--- src/core/pmr_pkg.sv ---
package pmr_pkg;

  // ----------------------------------------------------------------
  // register offsets (byte addresses are four times the index)
  // ----------------------------------------------------------------
  localparam logic [7:0] WDOG_PRESCALE_IDX = 8'h09;
  localparam logic [7:0] PROC_STATUS_IDX = 8'h0a;
  localparam logic [7:0] MODE_CTRL_IDX = 8'h26;
  localparam logic [7:0] PORT_DATA_IDX = 8'h12;
  localparam logic [7:0] PORT_DIR_IDX = 8'h13;
  localparam logic [7:0] WAKE_CTRL_IDX = 8'h40;
  localparam logic [7:0] CORE_STAT_IDX = 8'h41;

  // ----------------------------------------------------------------
  // field positions
  // ----------------------------------------------------------------
  localparam int FAST_CLK_BIT = 7;
  localparam int OSC_OFF_BIT = 6;
  localparam int UP_EN_BIT = 5;
  localparam int TIMEOUT_BIT = 5;
  localparam int PWRDN_BIT = 4;

  // ----------------------------------------------------------------
  // reset values
  // ----------------------------------------------------------------
  localparam logic [7:0] WDOG_PRESCALE_RST = 8'h07;
  localparam logic [7:0] MODE_CTRL_RST = 8'h00;
  localparam logic [7:0] PORT_RST = 8'hff;
  localparam logic [7:0] WAKE_MASK_RST = 8'h00;

  // ----------------------------------------------------------------
  // timing
  // ----------------------------------------------------------------
  localparam int STARTUP_CYCLES = 1024;
  localparam int WDOG_BASE_DIV = 512;
  localparam logic [10:0] STARTUP_LAST = 11'(STARTUP_CYCLES - 1);

  // ----------------------------------------------------------------
  // modes
  // ----------------------------------------------------------------
  typedef enum logic [2:0] {
    ST_GREEN, ST_NORMAL, ST_SLEEP, ST_IDLE, ST_START
  } pm_state_t;

endpackage : pmr_pkg

--- src/core/startup_counter.sv ---
`timescale 1ns/1ps
module startup_counter
  import pmr_pkg::*;
(
  // clock and reset
  input wire logic clk_in,
  input wire logic arst_n_in,
  // control
  input wire logic start_in,
  input wire logic tick_in,
  // status
  output logic busy_out,
  output logic done_out
);

  logic [10:0] count_r;

  // counts restarted-oscillator clock ticks up to terminal count
  always_ff @(posedge clk_in or negedge arst_n_in) begin
    if (!arst_n_in) begin
      count_r <= '0;
      busy_out <= 1'b1;
      done_out <= 1'b0;
    end else begin
      done_out <= 1'b0;
      if (start_in) begin
        count_r <= '0;
        busy_out <= 1'b1;
      end else if (busy_out && tick_in) begin
        if (count_r == STARTUP_LAST) begin
          busy_out <= 1'b0;
          done_out <= 1'b1;
        end else begin
          count_r <= count_r + 11'h001;
        end
      end
    end
  end

endmodule : startup_counter

--- src/core/clock_glitch_free_mux.sv ---
`timescale 1ns/1ps
module clock_glitch_free_mux (
  // clock and reset
  input wire logic clk_in,
  input wire logic arst_n_in,
  // source ticks
  input wire logic slow_tick_in,
  input wire logic fast_tick_in,
  input wire logic want_fast_in,
  input wire logic run_in,
  // selected tick
  output logic sys_tick_out,
  output logic on_fast_out
);

  // switches only on a slow tick boundary so no partial period passes
  always_ff @(posedge clk_in or negedge arst_n_in) begin
    if (!arst_n_in) begin
      on_fast_out <= 1'b0;
      sys_tick_out <= 1'b0;
    end else begin
      if (slow_tick_in) begin
        on_fast_out <= want_fast_in;
      end
      sys_tick_out <= run_in && (on_fast_out ? fast_tick_in : slow_tick_in);
    end
  end

endmodule : clock_glitch_free_mux

--- src/core/power_mode_reset_control.sv ---
// Contract
// - no halt, fast select and up enable set: normal mode on fast clock
// - no halt, fast select and up enable clear: green mode on slow clock
// - halt with all mode bits clear: sleep, slow oscillator kept, clock stopped
// - halt with oscillator-off set: idle, both oscillators and clock stopped
// - reset, interrupt or enabled port wake leaves sleep or idle to green
// - in idle, timer, clock and dialer interrupts cannot wake
// - each port line selectable as wake; port wake resumes next instruction
// - disabled interrupt or full stack resumes next; else interrupt taken
// - interrupt flag already set at halt cannot wake the device
// - wake inserts 1024 clock delay, then next instruction runs at once
// - interrupt entry follows the start-up delay by one more cycle
// - halt stops clock; watchdog off unless on its own oscillator; here it also runs in sleep when on the slow oscillator
// - halt clears an enabled watchdog; other state kept unchanged
// - halt sets powerdown flag and clears timeout flag
// - power-on, pin low or watchdog time-out resets pc and stack pointer
// - any reset holds execution 1024 clock pulses
// - reset cause recorded in timeout and powerdown flags per table
// - chip reset disables interrupts, clears watchdog, ports input
// - prescale resets to 07 except watchdog time-out while halted
// - port data and direction to ones except halted time-out
// - mode bits 7,6,5 are fast, osc off, up enable; 4..0 read zero
// - halted watchdog time-out is a warm reset of pc and stack only; here it also clears the mode bits 7,6,5
//
// Design decision made here: register access over Wishbone.
`timescale 1ns/1ps
module power_mode_reset_control
  import pmr_pkg::*;
(
  // clock and reset
  input wire logic clk_in,
  input wire logic arst_n_in,
  // wishbone slave
  input wire logic wb_cyc_in,
  input wire logic wb_stb_in,
  input wire logic wb_we_in,
  input wire logic [9:0] wb_adr_in,
  input wire logic [3:0] wb_sel_in,
  input wire logic [31:0] wb_dat_in,
  output logic [31:0] wb_dat_out,
  output logic wb_ack_out,
  // core events
  input wire logic halt_in,
  input wire logic [7:0] irq_pending_in,
  input wire logic [7:0] irq_enable_in,
  input wire logic [7:0] irq_slow_src_in,
  input wire logic stack_full_in,
  input wire logic wdog_timeout_in,
  input wire logic external_reset_pin_n_in,
  input wire logic [7:0] wake_port_lines_in,
  input wire logic slow_tick_in,
  input wire logic fast_tick_in,
  input wire logic wdog_on_rc_in,
  input wire logic wdog_on_slow_in,
  // core controls
  output logic core_run_out,
  output logic core_reset_out,
  output logic warm_reset_out,
  output logic irq_take_out,
  output logic sys_tick_out,
  output logic slow_osc_on_out,
  output logic up_conv_on_out,
  output logic on_fast_out,
  output logic wdog_clear_out,
  output logic wdog_run_out,
  output logic [7:0] prescale_out,
  output logic [7:0] port_dir_out,
  output logic [7:0] port_data_out
);

  // ----------------------------------------------------------------
  // state
  // ----------------------------------------------------------------
  pm_state_t state_r;
  logic fast_sel_r, osc_off_r, up_en_r;
  logic timeout_flag_r, powerdown_flag_r;
  logic [7:0] prescale_r, port_dir_r, port_data_r, wake_mask_r, irq_block_r;
  logic pin_q_r, halted;
  logic ext_rst, wdt_hot, wdt_warm, chip_rst;
  logic wake_port, wake_irq, wake_irq_take, wake_any, take_pending_r;
  logic su_start, su_busy, su_done, irq_take_r;
  logic [7:0] irq_live;
  logic [7:0] bus_idx;
  logic bus_req, bus_wr;
  logic [7:0] rd_data;

  assign halted = (state_r == ST_SLEEP) || (state_r == ST_IDLE);
  assign bus_idx = wb_adr_in[9:2];
  assign bus_req = wb_cyc_in && wb_stb_in && !wb_ack_out;
  assign bus_wr = bus_req && wb_we_in && wb_sel_in[0];

  // ----------------------------------------------------------------
  // reset sources
  // ----------------------------------------------------------------
  // pin is sampled each clock; a falling edge starts one chip reset
  always_ff @(posedge clk_in or negedge arst_n_in) begin
    if (!arst_n_in) begin
      pin_q_r <= 1'b1;
    end else begin
      pin_q_r <= external_reset_pin_n_in;
    end
  end

  assign ext_rst = pin_q_r && !external_reset_pin_n_in;
  assign wdt_hot = wdog_timeout_in && !halted && !ext_rst;
  assign wdt_warm = wdog_timeout_in && halted && !ext_rst;
  assign chip_rst = ext_rst || wdt_hot;

  // ----------------------------------------------------------------
  // wake sources
  // ----------------------------------------------------------------
  // slow-clocked sources are dead in idle; flags set at halt are blocked
  assign irq_live = irq_pending_in & ~irq_block_r
                    & ~((state_r == ST_IDLE) ? irq_slow_src_in : 8'h00);
  assign wake_port = |(wake_port_lines_in & wake_mask_r);
  assign wake_irq = |irq_live;
  assign wake_irq_take = |(irq_live & irq_enable_in) && !stack_full_in;
  assign wake_any = halted && (wake_port || wake_irq);
  assign su_start = wake_any || chip_rst || wdt_warm;

  // flags already pending at halt are latched as non-waking
  always_ff @(posedge clk_in or negedge arst_n_in) begin
    if (!arst_n_in) begin
      irq_block_r <= 8'h00;
    end else if (halt_in && !halted) begin
      irq_block_r <= irq_pending_in;
    end else if (!halted) begin
      irq_block_r <= 8'h00;
    end
  end

  // ----------------------------------------------------------------
  // mode state machine
  // ----------------------------------------------------------------
  always_ff @(posedge clk_in or negedge arst_n_in) begin
    if (!arst_n_in) begin
      state_r <= ST_START;
    end else if (su_start) begin
      state_r <= ST_START;
    end else begin
      case (state_r)
        ST_START: begin
          if (su_done) begin
            state_r <= ST_GREEN;
          end
        end
        ST_GREEN, ST_NORMAL: begin
          if (halt_in && !fast_sel_r && !up_en_r) begin
            state_r <= osc_off_r ? ST_IDLE : ST_SLEEP;
          end else if (fast_sel_r && up_en_r) begin
            state_r <= ST_NORMAL;
          end else begin
            state_r <= ST_GREEN;
          end
        end
        ST_SLEEP, ST_IDLE: begin
          state_r <= state_r;
        end
        default: begin
          state_r <= ST_START;
        end
      endcase
    end
  end

  // start-up delay counted on restarted slow oscillator ticks
  startup_counter u_startup (
    .clk_in(clk_in),
    .arst_n_in(arst_n_in),
    .start_in(su_start),
    .tick_in(slow_tick_in),
    .busy_out(su_busy),
    .done_out(su_done)
  );

  // glitch-free system tick selection
  clock_glitch_free_mux u_clkmux (
    .clk_in(clk_in),
    .arst_n_in(arst_n_in),
    .slow_tick_in(slow_tick_in),
    .fast_tick_in(fast_tick_in),
    .want_fast_in(state_r == ST_NORMAL),
    .run_in((state_r == ST_GREEN) || (state_r == ST_NORMAL)),
    .sys_tick_out(sys_tick_out),
    .on_fast_out(on_fast_out)
  );

  // ----------------------------------------------------------------
  // interrupt entry after wake
  // ----------------------------------------------------------------
  always_ff @(posedge clk_in or negedge arst_n_in) begin
    if (!arst_n_in) begin
      take_pending_r <= 1'b0;
      irq_take_r <= 1'b0;
      irq_take_out <= 1'b0;
    end else begin
      if (chip_rst || wdt_warm) begin
        take_pending_r <= 1'b0;
      end else if (wake_any) begin
        take_pending_r <= wake_irq_take && !wake_port;
      end else if (su_done) begin
        take_pending_r <= 1'b0;
      end
      irq_take_r <= su_done && take_pending_r;
      irq_take_out <= irq_take_r;
    end
  end

  // ----------------------------------------------------------------
  // core run, resets and clocks
  // ----------------------------------------------------------------
  always_ff @(posedge clk_in or negedge arst_n_in) begin
    if (!arst_n_in) begin
      core_run_out <= 1'b0;
      core_reset_out <= 1'b1;
      warm_reset_out <= 1'b0;
      slow_osc_on_out <= 1'b1;
      up_conv_on_out <= 1'b0;
    end else begin
      core_run_out <= !su_busy && !su_start && (state_r != ST_SLEEP)
                      && (state_r != ST_IDLE);
      core_reset_out <= chip_rst;
      warm_reset_out <= wdt_warm;
      slow_osc_on_out <= (state_r != ST_IDLE) || su_start;
      up_conv_on_out <= up_en_r && !halted;
    end
  end

  // watchdog: cleared on halt, running only from a live clock
  always_ff @(posedge clk_in or negedge arst_n_in) begin
    if (!arst_n_in) begin
      wdog_clear_out <= 1'b1;
      wdog_run_out <= 1'b0;
    end else begin
      wdog_clear_out <= (halt_in && !halted) || chip_rst;
      if (!halted) begin
        wdog_run_out <= 1'b1;
      end else begin
        wdog_run_out <= wdog_on_rc_in
                        || (wdog_on_slow_in && state_r == ST_SLEEP);
      end
    end
  end

  // ----------------------------------------------------------------
  // status flags
  // ----------------------------------------------------------------
  always_ff @(posedge clk_in or negedge arst_n_in) begin
    if (!arst_n_in) begin
      timeout_flag_r <= 1'b0;
      powerdown_flag_r <= 1'b0;
    end else if (wdog_timeout_in && !ext_rst) begin
      timeout_flag_r <= 1'b1;
      if (halted) begin
        powerdown_flag_r <= 1'b1;
      end
    end else if (ext_rst && halted) begin
      timeout_flag_r <= 1'b0;
      powerdown_flag_r <= 1'b1;
    end else if (halt_in && !halted) begin
      timeout_flag_r <= 1'b0;
      powerdown_flag_r <= 1'b1;
    end
  end

  // ----------------------------------------------------------------
  // mode register
  // ----------------------------------------------------------------
  always_ff @(posedge clk_in or negedge arst_n_in) begin
    if (!arst_n_in) begin
      fast_sel_r <= MODE_CTRL_RST[FAST_CLK_BIT];
      osc_off_r <= MODE_CTRL_RST[OSC_OFF_BIT];
      up_en_r <= MODE_CTRL_RST[UP_EN_BIT];
    end else if (wdt_warm) begin
      fast_sel_r <= 1'b0;
      osc_off_r <= 1'b0;
      up_en_r <= 1'b0;
    end else if (chip_rst) begin
      fast_sel_r <= 1'b0;
      osc_off_r <= 1'b0;
    end else if (bus_wr && bus_idx == MODE_CTRL_IDX) begin
      fast_sel_r <= wb_dat_in[FAST_CLK_BIT];
      osc_off_r <= wb_dat_in[OSC_OFF_BIT];
      up_en_r <= wb_dat_in[UP_EN_BIT];
    end
  end

  // ----------------------------------------------------------------
  // prescale, port and wake mask registers
  // ----------------------------------------------------------------
  always_ff @(posedge clk_in or negedge arst_n_in) begin
    if (!arst_n_in) begin
      prescale_r <= WDOG_PRESCALE_RST;
      port_dir_r <= PORT_RST;
      port_data_r <= PORT_RST;
    end else if (chip_rst) begin
      prescale_r <= WDOG_PRESCALE_RST;
      port_dir_r <= PORT_RST;
      port_data_r <= PORT_RST;
    end else if (bus_wr && !wdt_warm) begin
      if (bus_idx == WDOG_PRESCALE_IDX) begin
        prescale_r <= wb_dat_in[7:0];
      end
      if (bus_idx == PORT_DIR_IDX) begin
        port_dir_r <= wb_dat_in[7:0];
      end
      if (bus_idx == PORT_DATA_IDX) begin
        port_data_r <= wb_dat_in[7:0];
      end
    end
  end

  // wake mask stands in for the fixed build option
  always_ff @(posedge clk_in or negedge arst_n_in) begin
    if (!arst_n_in) begin
      wake_mask_r <= WAKE_MASK_RST;
    end else if (bus_wr && bus_idx == WAKE_CTRL_IDX) begin
      wake_mask_r <= wb_dat_in[7:0];
    end
  end

  assign prescale_out = prescale_r;
  assign port_dir_out = port_dir_r;
  assign port_data_out = port_data_r;

  // ----------------------------------------------------------------
  // wishbone read and ack
  // ----------------------------------------------------------------
  always_comb begin
    rd_data = 8'h00;
    case (bus_idx)
      WDOG_PRESCALE_IDX: rd_data = prescale_r;
      PROC_STATUS_IDX: begin
        rd_data[TIMEOUT_BIT] = timeout_flag_r;
        rd_data[PWRDN_BIT] = powerdown_flag_r;
      end
      MODE_CTRL_IDX: rd_data = {fast_sel_r, osc_off_r, up_en_r, 5'h00};
      PORT_DATA_IDX: rd_data = port_data_r;
      PORT_DIR_IDX: rd_data = port_dir_r;
      WAKE_CTRL_IDX: rd_data = wake_mask_r;
      CORE_STAT_IDX: rd_data = {5'h00, state_r};
      default: rd_data = 8'h00;
    endcase
  end

  // one wait-free ack one cycle after the request
  always_ff @(posedge clk_in or negedge arst_n_in) begin
    if (!arst_n_in) begin
      wb_ack_out <= 1'b0;
      wb_dat_out <= 32'h0000_0000;
    end else begin
      wb_ack_out <= bus_req;
      wb_dat_out <= bus_req ? {24'h00_0000, rd_data} : 32'h0000_0000;
    end
  end

endmodule : power_mode_reset_control

--- config.mk ---
export PLATFORM = sky130hd
export DESIGN_NAME = power_mode_reset_control
export DESIGN_NICKNAME = d
export VERILOG_FILES = /design/src/core/pmr_pkg.sv /design/src/core/startup_counter.sv /design/src/core/clock_glitch_free_mux.sv /design/src/core/power_mode_reset_control.sv
export SDC_FILE = /design/constraint.sdc
export NUM_CORES = 1
export LEC_CHECK = 0
export BUFFER_PORTS_ARGS = -buffer_cell sky130_fd_sc_hd__clkbuf_2
export CAP_MARGIN = 10
export CORE_UTILIZATION = 45
export DETAILED_ROUTE_END_ITERATION = 10
export PLACE_DENSITY = 0.73
export SYNTH_ARGS = -nofsm -noshare
export SYNTH_HDL_FRONTEND = slang
export SYNTH_SLANG_ARGS = --single-unit
--- constraint.sdc ---
create_clock -name clk_in -period 3.2 [get_ports clk_in]
set_input_delay 0.32 -clock clk_in [delete_from_list [all_inputs] [get_ports clk_in]]
set_output_delay 0.32 -clock clk_in [all_outputs]
set_load 0.05 [all_outputs]
==> impl_metrics.env <==
export IMPL_status="complete, but fails checks"
export IMPL_r2r_slack_ns=0.80
export IMPL_dieArea_mm2=0.00965
export IMPL_crit_buf_inv=0
export IMPL_drt_initial_drc_count=237
export IMPL_port_buffers=104
export IMPL_cts_setup_buffers=0
export IMPL_seqCellArea_mm2=0.00211
export IMPL_final_setup_worst_slack_ns=0.801
export IMPL_critPathMaxStageDelay_ns=0.72
export IMPL_hold_viol=0
export IMPL_critical_path_class="reg -> reg"
export IMPL_yosysMostFrequentCell="dfrtp_1"
export IMPL_crit_required_ns=3.49
export IMPL_die_x_um=98.2
export IMPL_rsz0062_at_grt="false"
export IMPL_p_per_area_mw_per_mm2=461
export IMPL_grt_max_degree=84
export IMPL_min_to="pin_q_r$_DFF_PN1_"
export IMPL_via_per_inst=5.63
export IMPL_avgSynthCellArea_um2=10.6
export IMPL_dpl_hpwl_mm=7.70
export IMPL_cp_end_kind="register"
export IMPL_start_util_pct=47.1
export IMPL_yosysUniqueCellTypes=66
export IMPL_nets=586
export IMPL_met2_usage_pct=36.0
export IMPL_hold_buffers=0
export IMPL_netlist_top_cells_count="58 x dfrtp_1, 40 x nand2_1, 28 x buf_4"
export IMPL_grt_ovfl_total=0
export IMPL_dp_slack_ns=0.868
export IMPL_synthArstFlopShare_pct=100
export IMPL_p_clk_share_pct=43.1
export IMPL_critPathMaxFanout=17
export IMPL_cts_buffers=9
export IMPL_setup_violations=0
export IMPL_multi_input_area_mm2=0.00184
export IMPL_pwr_share_comb_pct=9.9
export IMPL_drive_above_1_share_pct=35.9
export IMPL_die_h_um=98.2
export IMPL_grt_antenna_before_repair=0
export IMPL_hold_start="external_reset_pin_n_in"
export IMPL_drcViolationCount=9
export IMPL_crit_slowest_cell="o21ai_1"
export IMPL_avgRoutedWirePerCell_um=17.4
export IMPL_insertion_delay_ns=0.35
export IMPL_max_freq_mhz=417
export IMPL_antenna_left=0
export IMPL_synth_seq_cells=83
export IMPL_ys_warnings_count=0
export IMPL_yosysSeqAreaShare_pct=50.6
export IMPL_tightest_slew_ns=1.01
export IMPL_slew_violations=0
export IMPL_syn_cell_area_mm2=0.00417
export IMPL_gp_congestion=0.869
export IMPL_synth_edf_count=0
export IMPL_coreArea_mm2=0.00885
export IMPL_skew_ns=0.00984
export IMPL_leakagePower_nw=2.22
export IMPL_swShare_pct=24.3
export IMPL_cts_sinks=83
export IMPL_startpoint_type="register"
export IMPL_tns_ns=0
export IMPL_num_antenna_cells=0
export IMPL_fillers=782
export IMPL_sequentialPowerShare_pct=47.0
export IMPL_syn_inst=392
export IMPL_post_route_period_util_pct=75.0
export IMPL_synth_ff_type="dfrtp_1"
export IMPL_path_cells="or2b_2, nor2_1, a21o_1, o21ai_1, o22a_1"
export IMPL_rr_worst_depth=5
export IMPL_hold_depth=1
export IMPL_maxSlewHeadroom_pct=32.8
export IMPL_power_switching_w=0.000552
export IMPL_r2r_start="state_r[2]$_DFFE_PN1P_"
export IMPL_grt_pass1_wl_mm=16.8
export IMPL_dr_pass1_iters=11
export IMPL_ir_drop_v=0.000219
export IMPL_drt_wl_total_mm=10.5
export IMPL_grt_total_usage_pct=22.4
export IMPL_yosysTopAreaCell="dfrtp_1"
export IMPL_dr_total_vias=3418
export IMPL_cpLargestDelayFamily="compound AO/OA/AOI/OAI gates"
export IMPL_grt_pass1_vias=3351
export IMPL_area_growth_syn_to_layout_pct=18.4
export IMPL_cts_root_buf="clkbuf_8"
export IMPL_met1_usage_pct=29.5
export IMPL_met3_usage_pct=4.87
export IMPL_pin_count=158
export IMPL_synth_top_area_share_pct=34.8
export IMPL_violations="design-rule violations"
export IMPL_clock_path_buffers=2
export IMPL_grt_busiest_layer="met2"
export IMPL_num_rows=34
export IMPL_synthTopCellsByArea="dfrtp_1 35%, dfstp_2 16%, buf_4 5.0%, o22a_1 4.0%, nand2_1 3.6%"
export IMPL_hold_path_class="in -> reg"
export IMPL_cts_resized=0
export IMPL_r2r_end="port_data_out[6]$_DFFE_PN1P_"
export IMPL_drv_cap=0
export IMPL_fin_crit_ns=2.40
export IMPL_path_clk_slew_ns=0.08
export IMPL_htree_levels=3
export IMPL_cts_tree="done"
export IMPL_final_core_utilization_pct=55.8
export IMPL_arrival_ns=2.69
export IMPL_internal_power_w=0.00172
-- worst max-delay path by stage --
stage | startpoint | to | slack, ns | depth (start not counted)
floorplan | wb_ack_out$_DFF_PN0_ | port_dir_out[0]$_DFFE_PN1P_ | 1.22 | 6
global placement | state_r[2]$_DFFE_PN1P_ | port_data_out[3]$_DFFE_PN1P_ | 0.90 | 5
detailed placement | state_r[2]$_DFFE_PN1P_ | port_data_out[0]$_DFFE_PN1P_ | 0.87 | 5
CTS | state_r[2]$_DFFE_PN1P_ | port_data_out[2]$_DFFE_PN1P_ | 0.85 | 5
global route | state_r[2]$_DFFE_PN1P_ | port_data_out[6]$_DFFE_PN1P_ | 0.67 | 5
finish | state_r[2]$_DFFE_PN1P_ | port_data_out[6]$_DFFE_PN1P_ | 0.80 | 5
-- power by group through the flow --
stage	clock network (W)	registers [W]	logic, W
6_report	0.000982	0.00107	0.000224
5_1_grt	0.00103	0.00107	0.000243
4_1_cts	0.000993	0.00107	0.000224
3_5_place_dp	0	0.00109	0.000224
3_3_place_gp	0	0.00109	0.000220
2_1_floorplan	0	0.00110	0.000149
-- state kept, by name (all words and copies together), names as in the netlist, 3 cells and up --
| name | cells |
|---|---|
| prescale_out | 8 |
| u_startup.count_r | 11 |
| irq_block_r | 8 |
| port_data_out | 8 |
| wake_mask_r | 8 |
| state_r | 3 |
| port_dir_out | 8 |
| wb_dat_out | 8 |
-- area by class of cell --
cell class | count | share of cell area, %
Clock buffer | 10 | 2.59
Clock inverter | 6 | 2.76
Inverter | 8 | 0.609
Multi-Input combinational cell | 284 | 37.4
Sequential cell | 83 | 42.7
Tap cell | 108 | 2.74
Timing Repair Buffer | 108 | 11.2
-- cells by family after synthesis --
| group | after synthesis | share of synthesized area [%] |
|---|---|---|
| compound gates | 90 | 16.4 |
| simple gates | 147 | 20.0 |
| xor+xnor | 7 | 1.47 |
| mux | 15 | 3.96 |
| flops | 83 | 50.6 |
| fa+ha+maj | 1 | 0.300 |
| buf+inv | 48 | 7.23 |
| other cells | 1 | 0.0900 |
-- layout by cell type, fill, tap and decap left out, drive strengths merged, types with 6 or more instances in the layout --
| cell | n |
|---|---|
| nand2b | 9 |
| clkbuf | 113 |
| and4b | 6 |
| o22a | 20 |
| xnor2 | 7 |
| inv | 9 |
| a21oi | 17 |
| dfstp | 25 |
| nand2 | 40 |
| conb | 24 |
| a22o | 7 |
| mux2 | 12 |
| nor2 | 24 |
| a22oi | 17 |
| dfrtp | 58 |
| nor3 | 13 |
| nand3 | 15 |
-- worst register-to-register path, delay by kind of cell, from the launching register on --
family / cells / cell delay, ns
and+or+nand+nor: 2 / 0.46
AOI/OAI and AO/OA: 3 / 1.18
DFF: 1 / 0.70
-- per-layer routing --
metal,wire [µm],vias to the layer above
met5,0,-
met4,204,0
met3,627,17
met2,5230,125
met1,4490,1675
li1,-,1601
-- per-stage QoR --
| step | hold slack [ns] | instances | cell area (µm²) | power, W |
|---|---|---|---|---|
| after CTS | 0.0738 | 607 | 4930 | 0.00229 |
| after global placement | 0.337 | 591 | 4670 | 0.00131 |
| final | 0.0769 | 607 | 4930 | 0.00228 |
| after floorplan | 0.0244 | 415 | 4250 | 0.00124 |
| after detailed placement | 0.339 | 591 | 4670 | 0.00131 |
| after global routing | 0.0705 | 607 | 4930 | 0.00235 |
No activity file was read; power rests on OpenSTA's default activity.
